[src/dhci_cfg.svh]
`ifndef DHCI_CFG_SVH
`define DHCI_CFG_SVH

// register word addresses on the avalon slave
`define DHCI_OFS_GROUP_CTRL   16'h0A02
`define DHCI_OFS_DBG_STATUS   16'h0A06
`define DHCI_OFS_DBG_IRQ_EN   16'h0A08
`define DHCI_OFS_HC_STATUS    16'h0A0A
`define DHCI_OFS_HC_IRQ_EN    16'h0A0C
`define DHCI_OFS_TIMEOUT_CTRL 16'h0A0E

// reset values
`define DHCI_RST_REG          16'h0000
`define DHCI_RST_RDATA        32'h0000_0000

// debug group bit positions
`define DHCI_BIT_WBUF_OVF     0
`define DHCI_BIT_DISP_UNDER   1

// group enable bit positions in the group control register
`define DHCI_BIT_GRP_DBG      4'h0
`define DHCI_BIT_GRP_HOST     4'h4

// host cycle group bit positions
`define DHCI_BIT_HC_JF_WR     1
`define DHCI_BIT_HC_LB_RD     2
`define DHCI_BIT_HC_LB_WR     3
`define DHCI_BIT_HC_BT_RD     4
`define DHCI_BIT_HC_BT_WR     5
`define DHCI_BIT_HC_TIMEOUT   15

// timeout control fields
`define DHCI_TO_VALUE_W       5
`define DHCI_TO_COUNT_W       6
`define DHCI_BIT_TO_IMM_TERM  7

// implemented bits of each register
`define DHCI_MASK_GROUP       16'h0011
`define DHCI_MASK_DBG         16'h0003
`define DHCI_MASK_HC          16'h803E
`define DHCI_MASK_TO          16'h009F

`endif

[src/dhci_pkg.sv]
`include "dhci_cfg.svh"

package dhci_pkg;

    typedef struct packed {
        logic [15:0] grp_ctrl;
        logic [15:0] dbg_status;
        logic [15:0] dbg_en;
        logic [15:0] hc_status;
        logic [15:0] hc_en;
        logic [15:0] to_ctrl;
        logic        ack;
        logic [31:0] rdata;
        logic        irq;
    } dhci_state_t;

    typedef struct packed {
        logic [`DHCI_TO_COUNT_W-1:0] count;
        logic                        fired;
        logic                        pulse;
    } dhci_to_state_t;

    // sticky flag update: a set in the same cycle as a clear wins
    function automatic logic [15:0] dhci_w1c(input logic [15:0] cur,
                                             input logic [15:0] set,
                                             input logic [15:0] clr);
        return set | (cur & ~clr);
    endfunction

    // read/write register merge under byte lanes and implemented bits
    function automatic logic [15:0] dhci_merge(input logic [15:0] cur,
                                               input logic [15:0] wd,
                                               input logic [15:0] lanes,
                                               input logic [15:0] mask);
        return ((cur & ~lanes) | (wd & lanes)) & mask;
    endfunction

endpackage

[src/dhci_timeout.sv]
`include "dhci_cfg.svh"

module dhci_timeout
    import dhci_pkg::*;
(
    input  wire logic                        mclk,
    input  wire logic                        reset_n,
    input  wire logic                        access_active,
    input  wire logic [`DHCI_TO_VALUE_W-1:0] timeout_value,
    output logic                             timeout_pulse
);
    import dhci_pkg::*;

    dhci_to_state_t s_reg;
    dhci_to_state_t s_next;

    always_comb begin
        s_next       = s_reg;
        s_next.pulse = 1'b0;
        if (!access_active) begin
            s_next.count = '0;
            s_next.fired = 1'b0;
        end else if (!s_reg.fired) begin
            // one pulse per access once the count passes the programmed value
            if (s_reg.count > {1'b0, timeout_value}) begin
                s_next.pulse = 1'b1;
                s_next.fired = 1'b1;
            end else begin
                s_next.count = s_reg.count + `DHCI_TO_COUNT_W'(1);
            end
        end
    end

    always_ff @(posedge mclk or negedge reset_n) begin
        if (!reset_n) begin
            s_reg <= '0;
        end else begin
            s_reg <= s_next;
        end
    end

    assign timeout_pulse = s_reg.pulse;

endmodule

[src/dhci_top.sv]
// Contract
// set underrun flag on fetch from empty FIFO
// underrun irq needs local and debug enables
// writing one clears underrun, zero ignored
// set overflow flag on write-buffer overflow
// writing one clears overflow, zero ignored
// overflow local enable gates its irq
// set timeout status when access exceeds value
// timeout irq needs raw, local, host enables
// host cycle status bits clear on one
// full line-buffer write terminated, status set
// terminate irqs need local and host enables
// empty line-buffer read terminated, status set
// full jpeg FIFO write terminated, status set
// bitmap FIFO terminated write sets bit 5
// bitmap FIFO terminated read sets bit 4
// host retries access after terminate irq
// host status bit 0 reads zero
// group control bit 0 enables debug group
// group control bit 4 enables host group
// raw status ignores enables; irq is OR
`include "dhci_cfg.svh"

module dhci_top
    import dhci_pkg::*;
#(
    parameter int ADDR_W = 16
)
(
    input  wire logic                mclk,
    input  wire logic                reset_n,
    // avalon-mm slave, word addressed
    input  wire logic [ADDR_W-1:0]   avs_address,
    input  wire logic                avs_read,
    input  wire logic                avs_write,
    input  wire logic [31:0]         avs_writedata,
    input  wire logic [3:0]          avs_byteenable,
    output logic      [31:0]         avs_readdata,
    output logic                     avs_waitrequest,
    // debug group events
    input  wire logic                panel_fetch,
    input  wire logic                disp_fifo_empty,
    input  wire logic                wbuf_overflow,
    // jpeg fifo host writes
    input  wire logic                jpeg_fifo_wr_req,
    input  wire logic                jpeg_fifo_full,
    output logic                     jpeg_fifo_wr_accept,
    // jpeg line buffer host accesses
    input  wire logic                jpeg_lb_wr_req,
    input  wire logic                jpeg_lb_full,
    output logic                     jpeg_lb_wr_accept,
    input  wire logic                jpeg_lb_rd_req,
    input  wire logic                jpeg_lb_empty,
    output logic                     jpeg_lb_rd_accept,
    // bitmap-transfer fifo terminate events
    input  wire logic                bt_fifo_wr_term,
    input  wire logic                bt_fifo_rd_term,
    // host access to any of the three targets in progress
    input  wire logic                host_access_active,
    // timeout setting for the host interface
    output logic                     imm_term_en,
    // interrupt to the host processor, active high
    output logic                     host_int
);
    import dhci_pkg::*;

    dhci_state_t s_reg;
    dhci_state_t s_next;

    logic        timeout_pulse;
    logic [15:0] ev_dbg;
    logic [15:0] ev_hc;
    logic [15:0] lanes;
    logic [15:0] wdata;
    logic        wr_fire;
    logic        rd_take;
    logic        jf_wr_term;
    logic        lb_wr_term;
    logic        lb_rd_term;
    logic        dbg_pending;
    logic        hc_pending;
    logic        pend_ovf;
    logic        pend_under;
    logic        pend_timeout;
    logic        pend_bt_wr;
    logic        pend_bt_rd;
    logic        pend_lb_wr;
    logic        pend_lb_rd;
    logic        pend_jf_wr;
    logic [5:0]  reg_sel;

    // one-hot register select, shared by the write and the read path
    function automatic logic [5:0] reg_select(input logic [ADDR_W-1:0] addr);
        logic [5:0] sel;
        sel    = 6'h00;
        sel[0] = (addr == ADDR_W'(`DHCI_OFS_GROUP_CTRL));
        sel[1] = (addr == ADDR_W'(`DHCI_OFS_DBG_STATUS));
        sel[2] = (addr == ADDR_W'(`DHCI_OFS_DBG_IRQ_EN));
        sel[3] = (addr == ADDR_W'(`DHCI_OFS_HC_STATUS));
        sel[4] = (addr == ADDR_W'(`DHCI_OFS_HC_IRQ_EN));
        sel[5] = (addr == ADDR_W'(`DHCI_OFS_TIMEOUT_CTRL));
        return sel;
    endfunction

    dhci_timeout u_timeout (
        .mclk          (mclk),
        .reset_n       (reset_n),
        .access_active (host_access_active),
        .timeout_value (s_reg.to_ctrl[`DHCI_TO_VALUE_W-1:0]),
        .timeout_pulse (timeout_pulse)
    );

    // terminated cycles: the access is dropped, nothing stored or returned
    assign jf_wr_term          = jpeg_fifo_wr_req & jpeg_fifo_full;
    assign lb_wr_term          = jpeg_lb_wr_req & jpeg_lb_full;
    assign lb_rd_term          = jpeg_lb_rd_req & jpeg_lb_empty;
    assign jpeg_fifo_wr_accept = jpeg_fifo_wr_req & ~jpeg_fifo_full;
    assign jpeg_lb_wr_accept   = jpeg_lb_wr_req & ~jpeg_lb_full;
    assign jpeg_lb_rd_accept   = jpeg_lb_rd_req & ~jpeg_lb_empty;

    // event vectors aligned to their status bit positions
    always_comb begin
        ev_dbg                        = 16'h0000;
        ev_dbg[`DHCI_BIT_DISP_UNDER]  = panel_fetch & disp_fifo_empty;
        ev_dbg[`DHCI_BIT_WBUF_OVF]    = wbuf_overflow;
        ev_hc                         = 16'h0000;
        ev_hc[`DHCI_BIT_HC_TIMEOUT]   = timeout_pulse;
        ev_hc[`DHCI_BIT_HC_BT_WR]     = bt_fifo_wr_term;
        ev_hc[`DHCI_BIT_HC_BT_RD]     = bt_fifo_rd_term;
        ev_hc[`DHCI_BIT_HC_LB_WR]     = lb_wr_term;
        ev_hc[`DHCI_BIT_HC_LB_RD]     = lb_rd_term;
        ev_hc[`DHCI_BIT_HC_JF_WR]     = jf_wr_term;
    end

    // one wait state: write taken at the edge where waitrequest is low, read data latched in the wait cycle
    assign wr_fire         = avs_write & s_reg.ack;
    assign rd_take         = avs_read & ~s_reg.ack;
    assign avs_waitrequest = (avs_read | avs_write) & ~s_reg.ack;

    assign lanes = {{8{avs_byteenable[1]}}, {8{avs_byteenable[0]}}};
    assign wdata = avs_writedata[15:0];
    assign reg_sel = reg_select(avs_address);

    always_comb begin
        s_next     = s_reg;
        s_next.ack = (avs_read | avs_write) & ~s_reg.ack;

        // status bits are set by events whatever the enables say
        s_next.dbg_status = dhci_w1c(s_reg.dbg_status, ev_dbg, 16'h0000);
        s_next.hc_status  = dhci_w1c(s_reg.hc_status, ev_hc, 16'h0000);

        if (wr_fire) begin
            unique case (1'b1)
                reg_sel[0]: begin
                    s_next.grp_ctrl = dhci_merge(s_reg.grp_ctrl, wdata, lanes,
                                                 `DHCI_MASK_GROUP);
                end
                reg_sel[1]: begin
                    // ones clear, zeros leave the flag alone
                    s_next.dbg_status = dhci_w1c(s_reg.dbg_status, ev_dbg,
                                                 wdata & lanes);
                end
                reg_sel[2]: begin
                    s_next.dbg_en = dhci_merge(s_reg.dbg_en, wdata, lanes,
                                               `DHCI_MASK_DBG);
                end
                reg_sel[3]: begin
                    s_next.hc_status = dhci_w1c(s_reg.hc_status, ev_hc,
                                                wdata & lanes);
                end
                reg_sel[4]: begin
                    s_next.hc_en = dhci_merge(s_reg.hc_en, wdata, lanes,
                                              `DHCI_MASK_HC);
                end
                reg_sel[5]: begin
                    s_next.to_ctrl = dhci_merge(s_reg.to_ctrl, wdata, lanes,
                                                `DHCI_MASK_TO);
                end
                default: begin
                    // unmapped writes are dropped
                end
            endcase
        end

        s_next.dbg_status = s_next.dbg_status & `DHCI_MASK_DBG;
        s_next.hc_status  = s_next.hc_status & `DHCI_MASK_HC;

        // read data captured in the wait cycle and held through the answer
        if (rd_take) begin
            unique case (1'b1)
                reg_sel[0]: begin
                    s_next.rdata = {16'h0000, s_reg.grp_ctrl};
                end
                reg_sel[1]: begin
                    s_next.rdata = {16'h0000, s_reg.dbg_status};
                end
                reg_sel[2]: begin
                    s_next.rdata = {16'h0000, s_reg.dbg_en};
                end
                reg_sel[3]: begin
                    s_next.rdata = {16'h0000, s_reg.hc_status};
                end
                reg_sel[4]: begin
                    s_next.rdata = {16'h0000, s_reg.hc_en};
                end
                reg_sel[5]: begin
                    s_next.rdata = {16'h0000, s_reg.to_ctrl};
                end
                default: begin
                    s_next.rdata = `DHCI_RST_RDATA;
                end
            endcase
        end

        // each source gated by its own enable, from next state so host_int
        // moves at the same edge as the status it reflects
        pend_ovf     = s_next.dbg_status[`DHCI_BIT_WBUF_OVF]
                       & s_next.dbg_en[`DHCI_BIT_WBUF_OVF];
        pend_under   = s_next.dbg_status[`DHCI_BIT_DISP_UNDER]
                       & s_next.dbg_en[`DHCI_BIT_DISP_UNDER];
        pend_timeout = s_next.hc_status[`DHCI_BIT_HC_TIMEOUT]
                       & s_next.hc_en[`DHCI_BIT_HC_TIMEOUT];
        pend_bt_wr   = s_next.hc_status[`DHCI_BIT_HC_BT_WR]
                       & s_next.hc_en[`DHCI_BIT_HC_BT_WR];
        pend_bt_rd   = s_next.hc_status[`DHCI_BIT_HC_BT_RD]
                       & s_next.hc_en[`DHCI_BIT_HC_BT_RD];
        pend_lb_wr   = s_next.hc_status[`DHCI_BIT_HC_LB_WR]
                       & s_next.hc_en[`DHCI_BIT_HC_LB_WR];
        pend_lb_rd   = s_next.hc_status[`DHCI_BIT_HC_LB_RD]
                       & s_next.hc_en[`DHCI_BIT_HC_LB_RD];
        pend_jf_wr   = s_next.hc_status[`DHCI_BIT_HC_JF_WR]
                       & s_next.hc_en[`DHCI_BIT_HC_JF_WR];

        // group enables gate each group as a whole
        dbg_pending  = (pend_ovf | pend_under)
                       & s_next.grp_ctrl[`DHCI_BIT_GRP_DBG];
        hc_pending   = (pend_timeout | pend_bt_wr | pend_bt_rd | pend_lb_wr
                        | pend_lb_rd | pend_jf_wr)
                       & s_next.grp_ctrl[`DHCI_BIT_GRP_HOST];
        s_next.irq   = dbg_pending | hc_pending;
    end

    always_ff @(posedge mclk or negedge reset_n) begin
        if (!reset_n) begin
            s_reg.grp_ctrl   <= `DHCI_RST_REG;
            s_reg.dbg_status <= `DHCI_RST_REG;
            s_reg.dbg_en     <= `DHCI_RST_REG;
            s_reg.hc_status  <= `DHCI_RST_REG;
            s_reg.hc_en      <= `DHCI_RST_REG;
            s_reg.to_ctrl    <= `DHCI_RST_REG;
            s_reg.ack        <= 1'b0;
            s_reg.rdata      <= `DHCI_RST_RDATA;
            s_reg.irq        <= 1'b0;
        end else begin
            s_reg <= s_next;
        end
    end

    assign avs_readdata = s_reg.rdata;
    assign imm_term_en  = s_reg.to_ctrl[`DHCI_BIT_TO_IMM_TERM];
    assign host_int     = s_reg.irq;

endmodule

[config.mk]
export PLATFORM = sky130hd
export DESIGN_NAME = dhci_top
export DESIGN_NICKNAME = d
export VERILOG_FILES = /design/src/dhci_pkg.sv /design/src/dhci_timeout.sv /design/src/dhci_top.sv
export VERILOG_INCLUDE_DIRS = /design/src
export SDC_FILE = /design/constraint.sdc
export NUM_CORES = 1
export LEC_CHECK = 0
export ABC_AREA = 1
export BUFFER_PORTS_ARGS = -buffer_cell sky130_fd_sc_hd__buf_4
export CAP_MARGIN = 40
export CORE_MARGIN = 1
export CORE_UTILIZATION = 45
export CTS_CLUSTER_DIAMETER = 60
export DETAILED_ROUTE_END_ITERATION = 8
export MAX_ROUTING_LAYER = met4
export PLACE_DENSITY_LB_ADDON = 0.1
export SYNTH_ARGS = -nofsm -noshare
export SYNTH_HDL_FRONTEND = slang
export SYNTH_SLANG_ARGS = --single-unit
[constraint.sdc]
create_clock -name mclk -period 2.4 [get_ports mclk]
set_input_delay 0.6 -clock mclk [delete_from_list [all_inputs] [get_ports mclk]]
set_output_delay 0.6 -clock mclk [all_outputs]
set_load 0.03 [all_outputs]
After elaboration in Yosys (flattened, before gate mapping)
Cells that the tools add are included.
- register bits: 66
- input bits: 68
- output and inout bits: 38
- add/sub/neg operators: 1
- order comparisons: 1
- equal/unequal tests: 8
- muxes and demuxes: 13
- bitwise logic cells: 49
- reductions and logical operators: 2
- operators with widths (operator ; number):
    equality test 16 x 12 -> 1 bit (second input constant) ; 6
    one-hot mux 16 bit (6 select lines) ; 1
    2-to-1 mux 85 bit ; 1
    AND 16 bit ; 3
    2-to-1 mux 16 bit ; 3
    OR 16 bit ; 3
    NOT 16 bit ; 2
    AND 1 bit ; 20
    AND 2 x 16 -> 16 bit ; 1
    2-to-1 mux 8 bit ; 2
    OR 2 x 16 -> 16 bit ; 1
    AND 8 bit ; 1
    OR 1 bit ; 8
    OR 8 bit ; 1
    2-to-1 mux 7 bit ; 1
    adder 6 x 1 -> 6 bit (second input constant) ; 1
    greater-than comparator 6 x 5 -> 1 bit ; 1
    2-to-1 mux 6 bit ; 1
    AND 5 bit ; 1
    2-to-1 mux 5 bit ; 1
    OR 5 bit ; 1
    2-to-1 mux 2 bit ; 2
    != test 2 bit (second input constant) ; 2
    NOT 1 bit ; 4
    4 further kinds ; 6

Depth between registers and ports, before layout
- depth in word-level cells: 14
- mapped depth: 14
- mapped depth without buffers: 14

By module
A second synthesis with hierarchy kept.
- cell total of the unflattened synthesis: 370
- area total of the unflattened synthesis: 2671.3 um^2
- by module, submodules not included (module ; instances ; cells each ; area an instance (um^2)):
    dhci_top ; 1 ; 286 ; 2080.7
    dhci_timeout ; 1 ; 84 ; 590.6

Worst setup path before layout
OpenSTA, ideal clock, no wires.
- path kind: input-to-reg
- start point: in avs_address[13]
- end point: reg s_reg, in the netlist host_int
- setup time: 0.116 ns
- arrival time: 1.589 ns
- path slack: 0.695 ns
- stages on the path: 12
- buffers on the path: 0
- cells stage by stage: nor2_1 -> nand2_2 -> nor2_8 -> nand2_4 -> inv_2 -> nand2_1 -> o21ai_1 -> inv_1 -> o21ai_2 -> nand2_1 -> nand2_1 -> nand2_1
- RTL lines (element ; RTL line ; RTL):
    from (decl) ; dhci_top.sv:33 ; input wire logic [ADDR_W-1:0] avs_address,
    to (signal assigned) ; dhci_top.sv:255 ; s_reg <= s_next;
    to (decl) ; dhci_top.sv:67 ; dhci_state_t s_reg;

Worst setup path after layout
- start point: reg u_timeout.s_reg[6] (netlist name)
- end point: reg u_timeout.s_reg[3] (netlist name)
- word-level cells in the longest chain between the ends: 3
- ends and longest elaborated chain (element ; RTL line ; RTL):
    from (decl) ; dhci_timeout.sv:14 ; dhci_to_state_t s_reg;
    from (signal assigned) ; dhci_timeout.sv:38 ; s_reg <= s_next;
    greater-than comparator 6 x 5 -> 1 bit ; dhci_timeout.sv:25 ; if (s_reg.count > {1'b0, timeout_value}) begin
    != test 2 bit (no line) ; n/a ;
    AND reduction 2 bit (no line) ; n/a ;
Every way passes these cells.
A chain may end at the register's enable or synchronous reset.

==> run summary <==
Max Cap Viol - 0
Synth area leaders - dfrtp_1 38%, nand2_1 14%, buf_4 8.8%
Yosys top cell by area - dfrtp_1
Least-Margin Pin Slew - 0.537 ns
Critical Path RT - 2.61 ns
FMAX - 543 MHz
Final Net Count - 499
status - completed
Final GP Congestion - 0.864
Setup Total Neg Slack - 0 ns
largest net degree at the start of global routing - 43
Clock Pin Slew Worst Setup and Hold Paths - 0.08 ns
Worst path slowest cell - dfrtp_1
count of different cell masters after synthesis - 36
Mapped Avg Cell Area - 7.35 µm²
die height - 79.9 µm
Post-Layout Inst Area - 3190 µm²
RSZ-0062 raised after global routing - no
post-route clock period utilization - 76.7%
number of DRC markers in iteration 0 - 152
Synth Warn # - 0
Worst-Skew Late Latency - 0.29 ns
Crit. End Element - flop
count of buffers from port buffering - 55
largest stage delay on the critical path - 0.43 ns
final setup violation count - 0
Cells after Synth - 372
pwr/cell area - 503 nW/µm²
Core ar. - 5890 µm²
Max-slew headroom - 64.2%
CTS tree - built
GR Util All Layers - 21.0%
initial core utilization - 46.4%
Design Power - 1.60 mW
Num CTS Buffers - 5
initial antenna violation count - 0
synthesized area - 2730 µm²
DP Worst Slack - 0.314 ns
Final Slew Violations - 0
first-pass GRT wire length - 10.1 mm
area taken by multi-input logic gates - 1300 µm²
register area - 1050 µm²
DRT antenna net count - 0
Post-CTS Resized - 0
reg2reg end - u_timeout.s_reg[3]
DP HPWL - 4.62 mm
Post-CTS Hold Fix Bufs - 0
Final WS setup - 0.560 ns
Buf/Inv on CP - 2
# DRC - 0
delay-heaviest family, CP - simple AND/OR/NAND/NOR gates
maximum clock path buffer count - 2
worst hold slack - 0.278 ns
WL/cell - 11.6 µm
Yosys top cell area share - 38.5%
clock sink count - 42
top sig layer - met4
H-Tree Depth - 2
Antenna diodes - 0
Via Count - 2338
CTS Root Cell - clkbuf_8
1st-pass router iterations - 4
grt ovf - 0
final setup skew - 0.00373 ns
r2r setup slk - 0.56 ns
Fill cells - 619
crit path kind - reg -> reg
Startpoint Class - flop
reg2reg start - u_timeout.s_reg[6]
area post-placement - 3090 µm²
Die ar. - 6390 µm²
CP Data Arrival Time - 2.05 ns
register bit count reported by yosys - 42
# IOs - 106
vias in the first global route - 2325
Routed met3 length - 286 µm
Leakage - 1.79 nW
Rows - 28
via/cell ratio - 4.67
Placed Cells - 493
Setup Buffers After CTS - 0
FF-to-FF path depth - 11
count of final hold-check violations - 0
WL met1 - 2.69 mm
Crit Path Max Fanout - 5
min cycle time layout - 1.84 ns
final cell count without fillers - 501
crit-path cells - ha_1 -> inv_1 -> nor2_1 -> nand3_1 -> o2111ai_1 -> nand2_1 -> nand2_1 -> inv_1 -> nor2_1 -> nand2_1 -> o21ai_0
most used cell, CP - nand2_1
worst min-delay path class - in -> async
layout cells sized above 1 - 22.1%
routed length on met2 - 2.77 mm
Die Width - 79.9 µm
register area share after synthesis - 38.5%
wirelength, routed - 5.80 mm
area grow syn2layout - 16.6%
Final Util - 54.1%
maximum vdd ir drop - 280 µV
==> metal layers <==
layer / up-vias / track usage (%)
met4: 0 / 4.29
met2: 58 / 34.7
met5: - / -
met1: 1064 / 27.2
li1: 1211 / -
met3: 5 / 3.66
==> synthesized netlist by cell type (all sizes together) <==
cell type / n
o2111ai: 2
mux2: 1
a21oi: 8
and2: 3
xor2: 1
nand3: 18
o31ai: 1
nand2: 108
conb: 1
or2: 2
a32o: 1
inv: 59
buf: 33
nor3: 5
o21bai: 1
o21ai: 19
dfrtp: 42
ha: 6
nor2: 47
a22o: 2
clkbuf: 1
o22ai: 3
nand4: 8
==> area by class of cell <==
class	instances	area share (%)
Clock inverter	2	0.393
Tap cell	75	2.94
Multi-Input combinational cell	260	40.7
Sequential cell	42	33.0
Timing Repair Buffer	57	13.4
Inverter	59	6.95
Clock buffer	6	2.59
==> worst max-delay path by stage <==
stage,startpoint,to,slack (ns),cells past startpoint
after CTS,u_timeout.s_reg[6],u_timeout.s_reg[3],0.53,11
final,u_timeout.s_reg[6],u_timeout.s_reg[3],0.56,11
after floorplan,avs_address[13],host_int,0.70,12
after global placement,avs_address[0],host_int,0.36,11
after global routing,u_timeout.s_reg[6],u_timeout.s_reg[3],0.27,11
after detailed placement,avs_address[0],host_int,0.31,11
==> power breakdown <==
part,internal (mW),total (mW),switching (mW)
logic,0.121,0.349,0.228
clock network,0.231,0.480,0.249
registers,0.740,0.773,0.0326
==> cell families (layout without fill, tap and decap cells) <==
logic type               count (synthesis)  in the layout  share of synthesized area, %
AND/OR/NAND/NOR                        191            191                          32.3
other                                    1             24                         0.137
buffers and inverters                   93            124                          17.2
multiplexers                             1              1                         0.412
flip-flops                              42             42                          38.5
XOR/XNOR                                 1              1                         0.321
adder cells (fa/ha/maj)                  6              6                          2.75
AO/OA/AOI/OAI                           37             37                          8.38
==> cell usage in the layout (no fill, tap or decap), drive strengths merged, types with 2 or more instances in the layout <==
cell / instances
or2: 2
a21oi: 8
dfrtp: 42
buf: 57
conb: 24
o22ai: 3
and2: 3
o21ai: 19
nor2: 47
nand4: 8
nor3: 5
o2111ai: 2
nand2: 108
clkbuf: 6
ha: 6
a22o: 2
nand3: 18
inv: 59
Note: power is estimated with default switching activity, not from simulation.
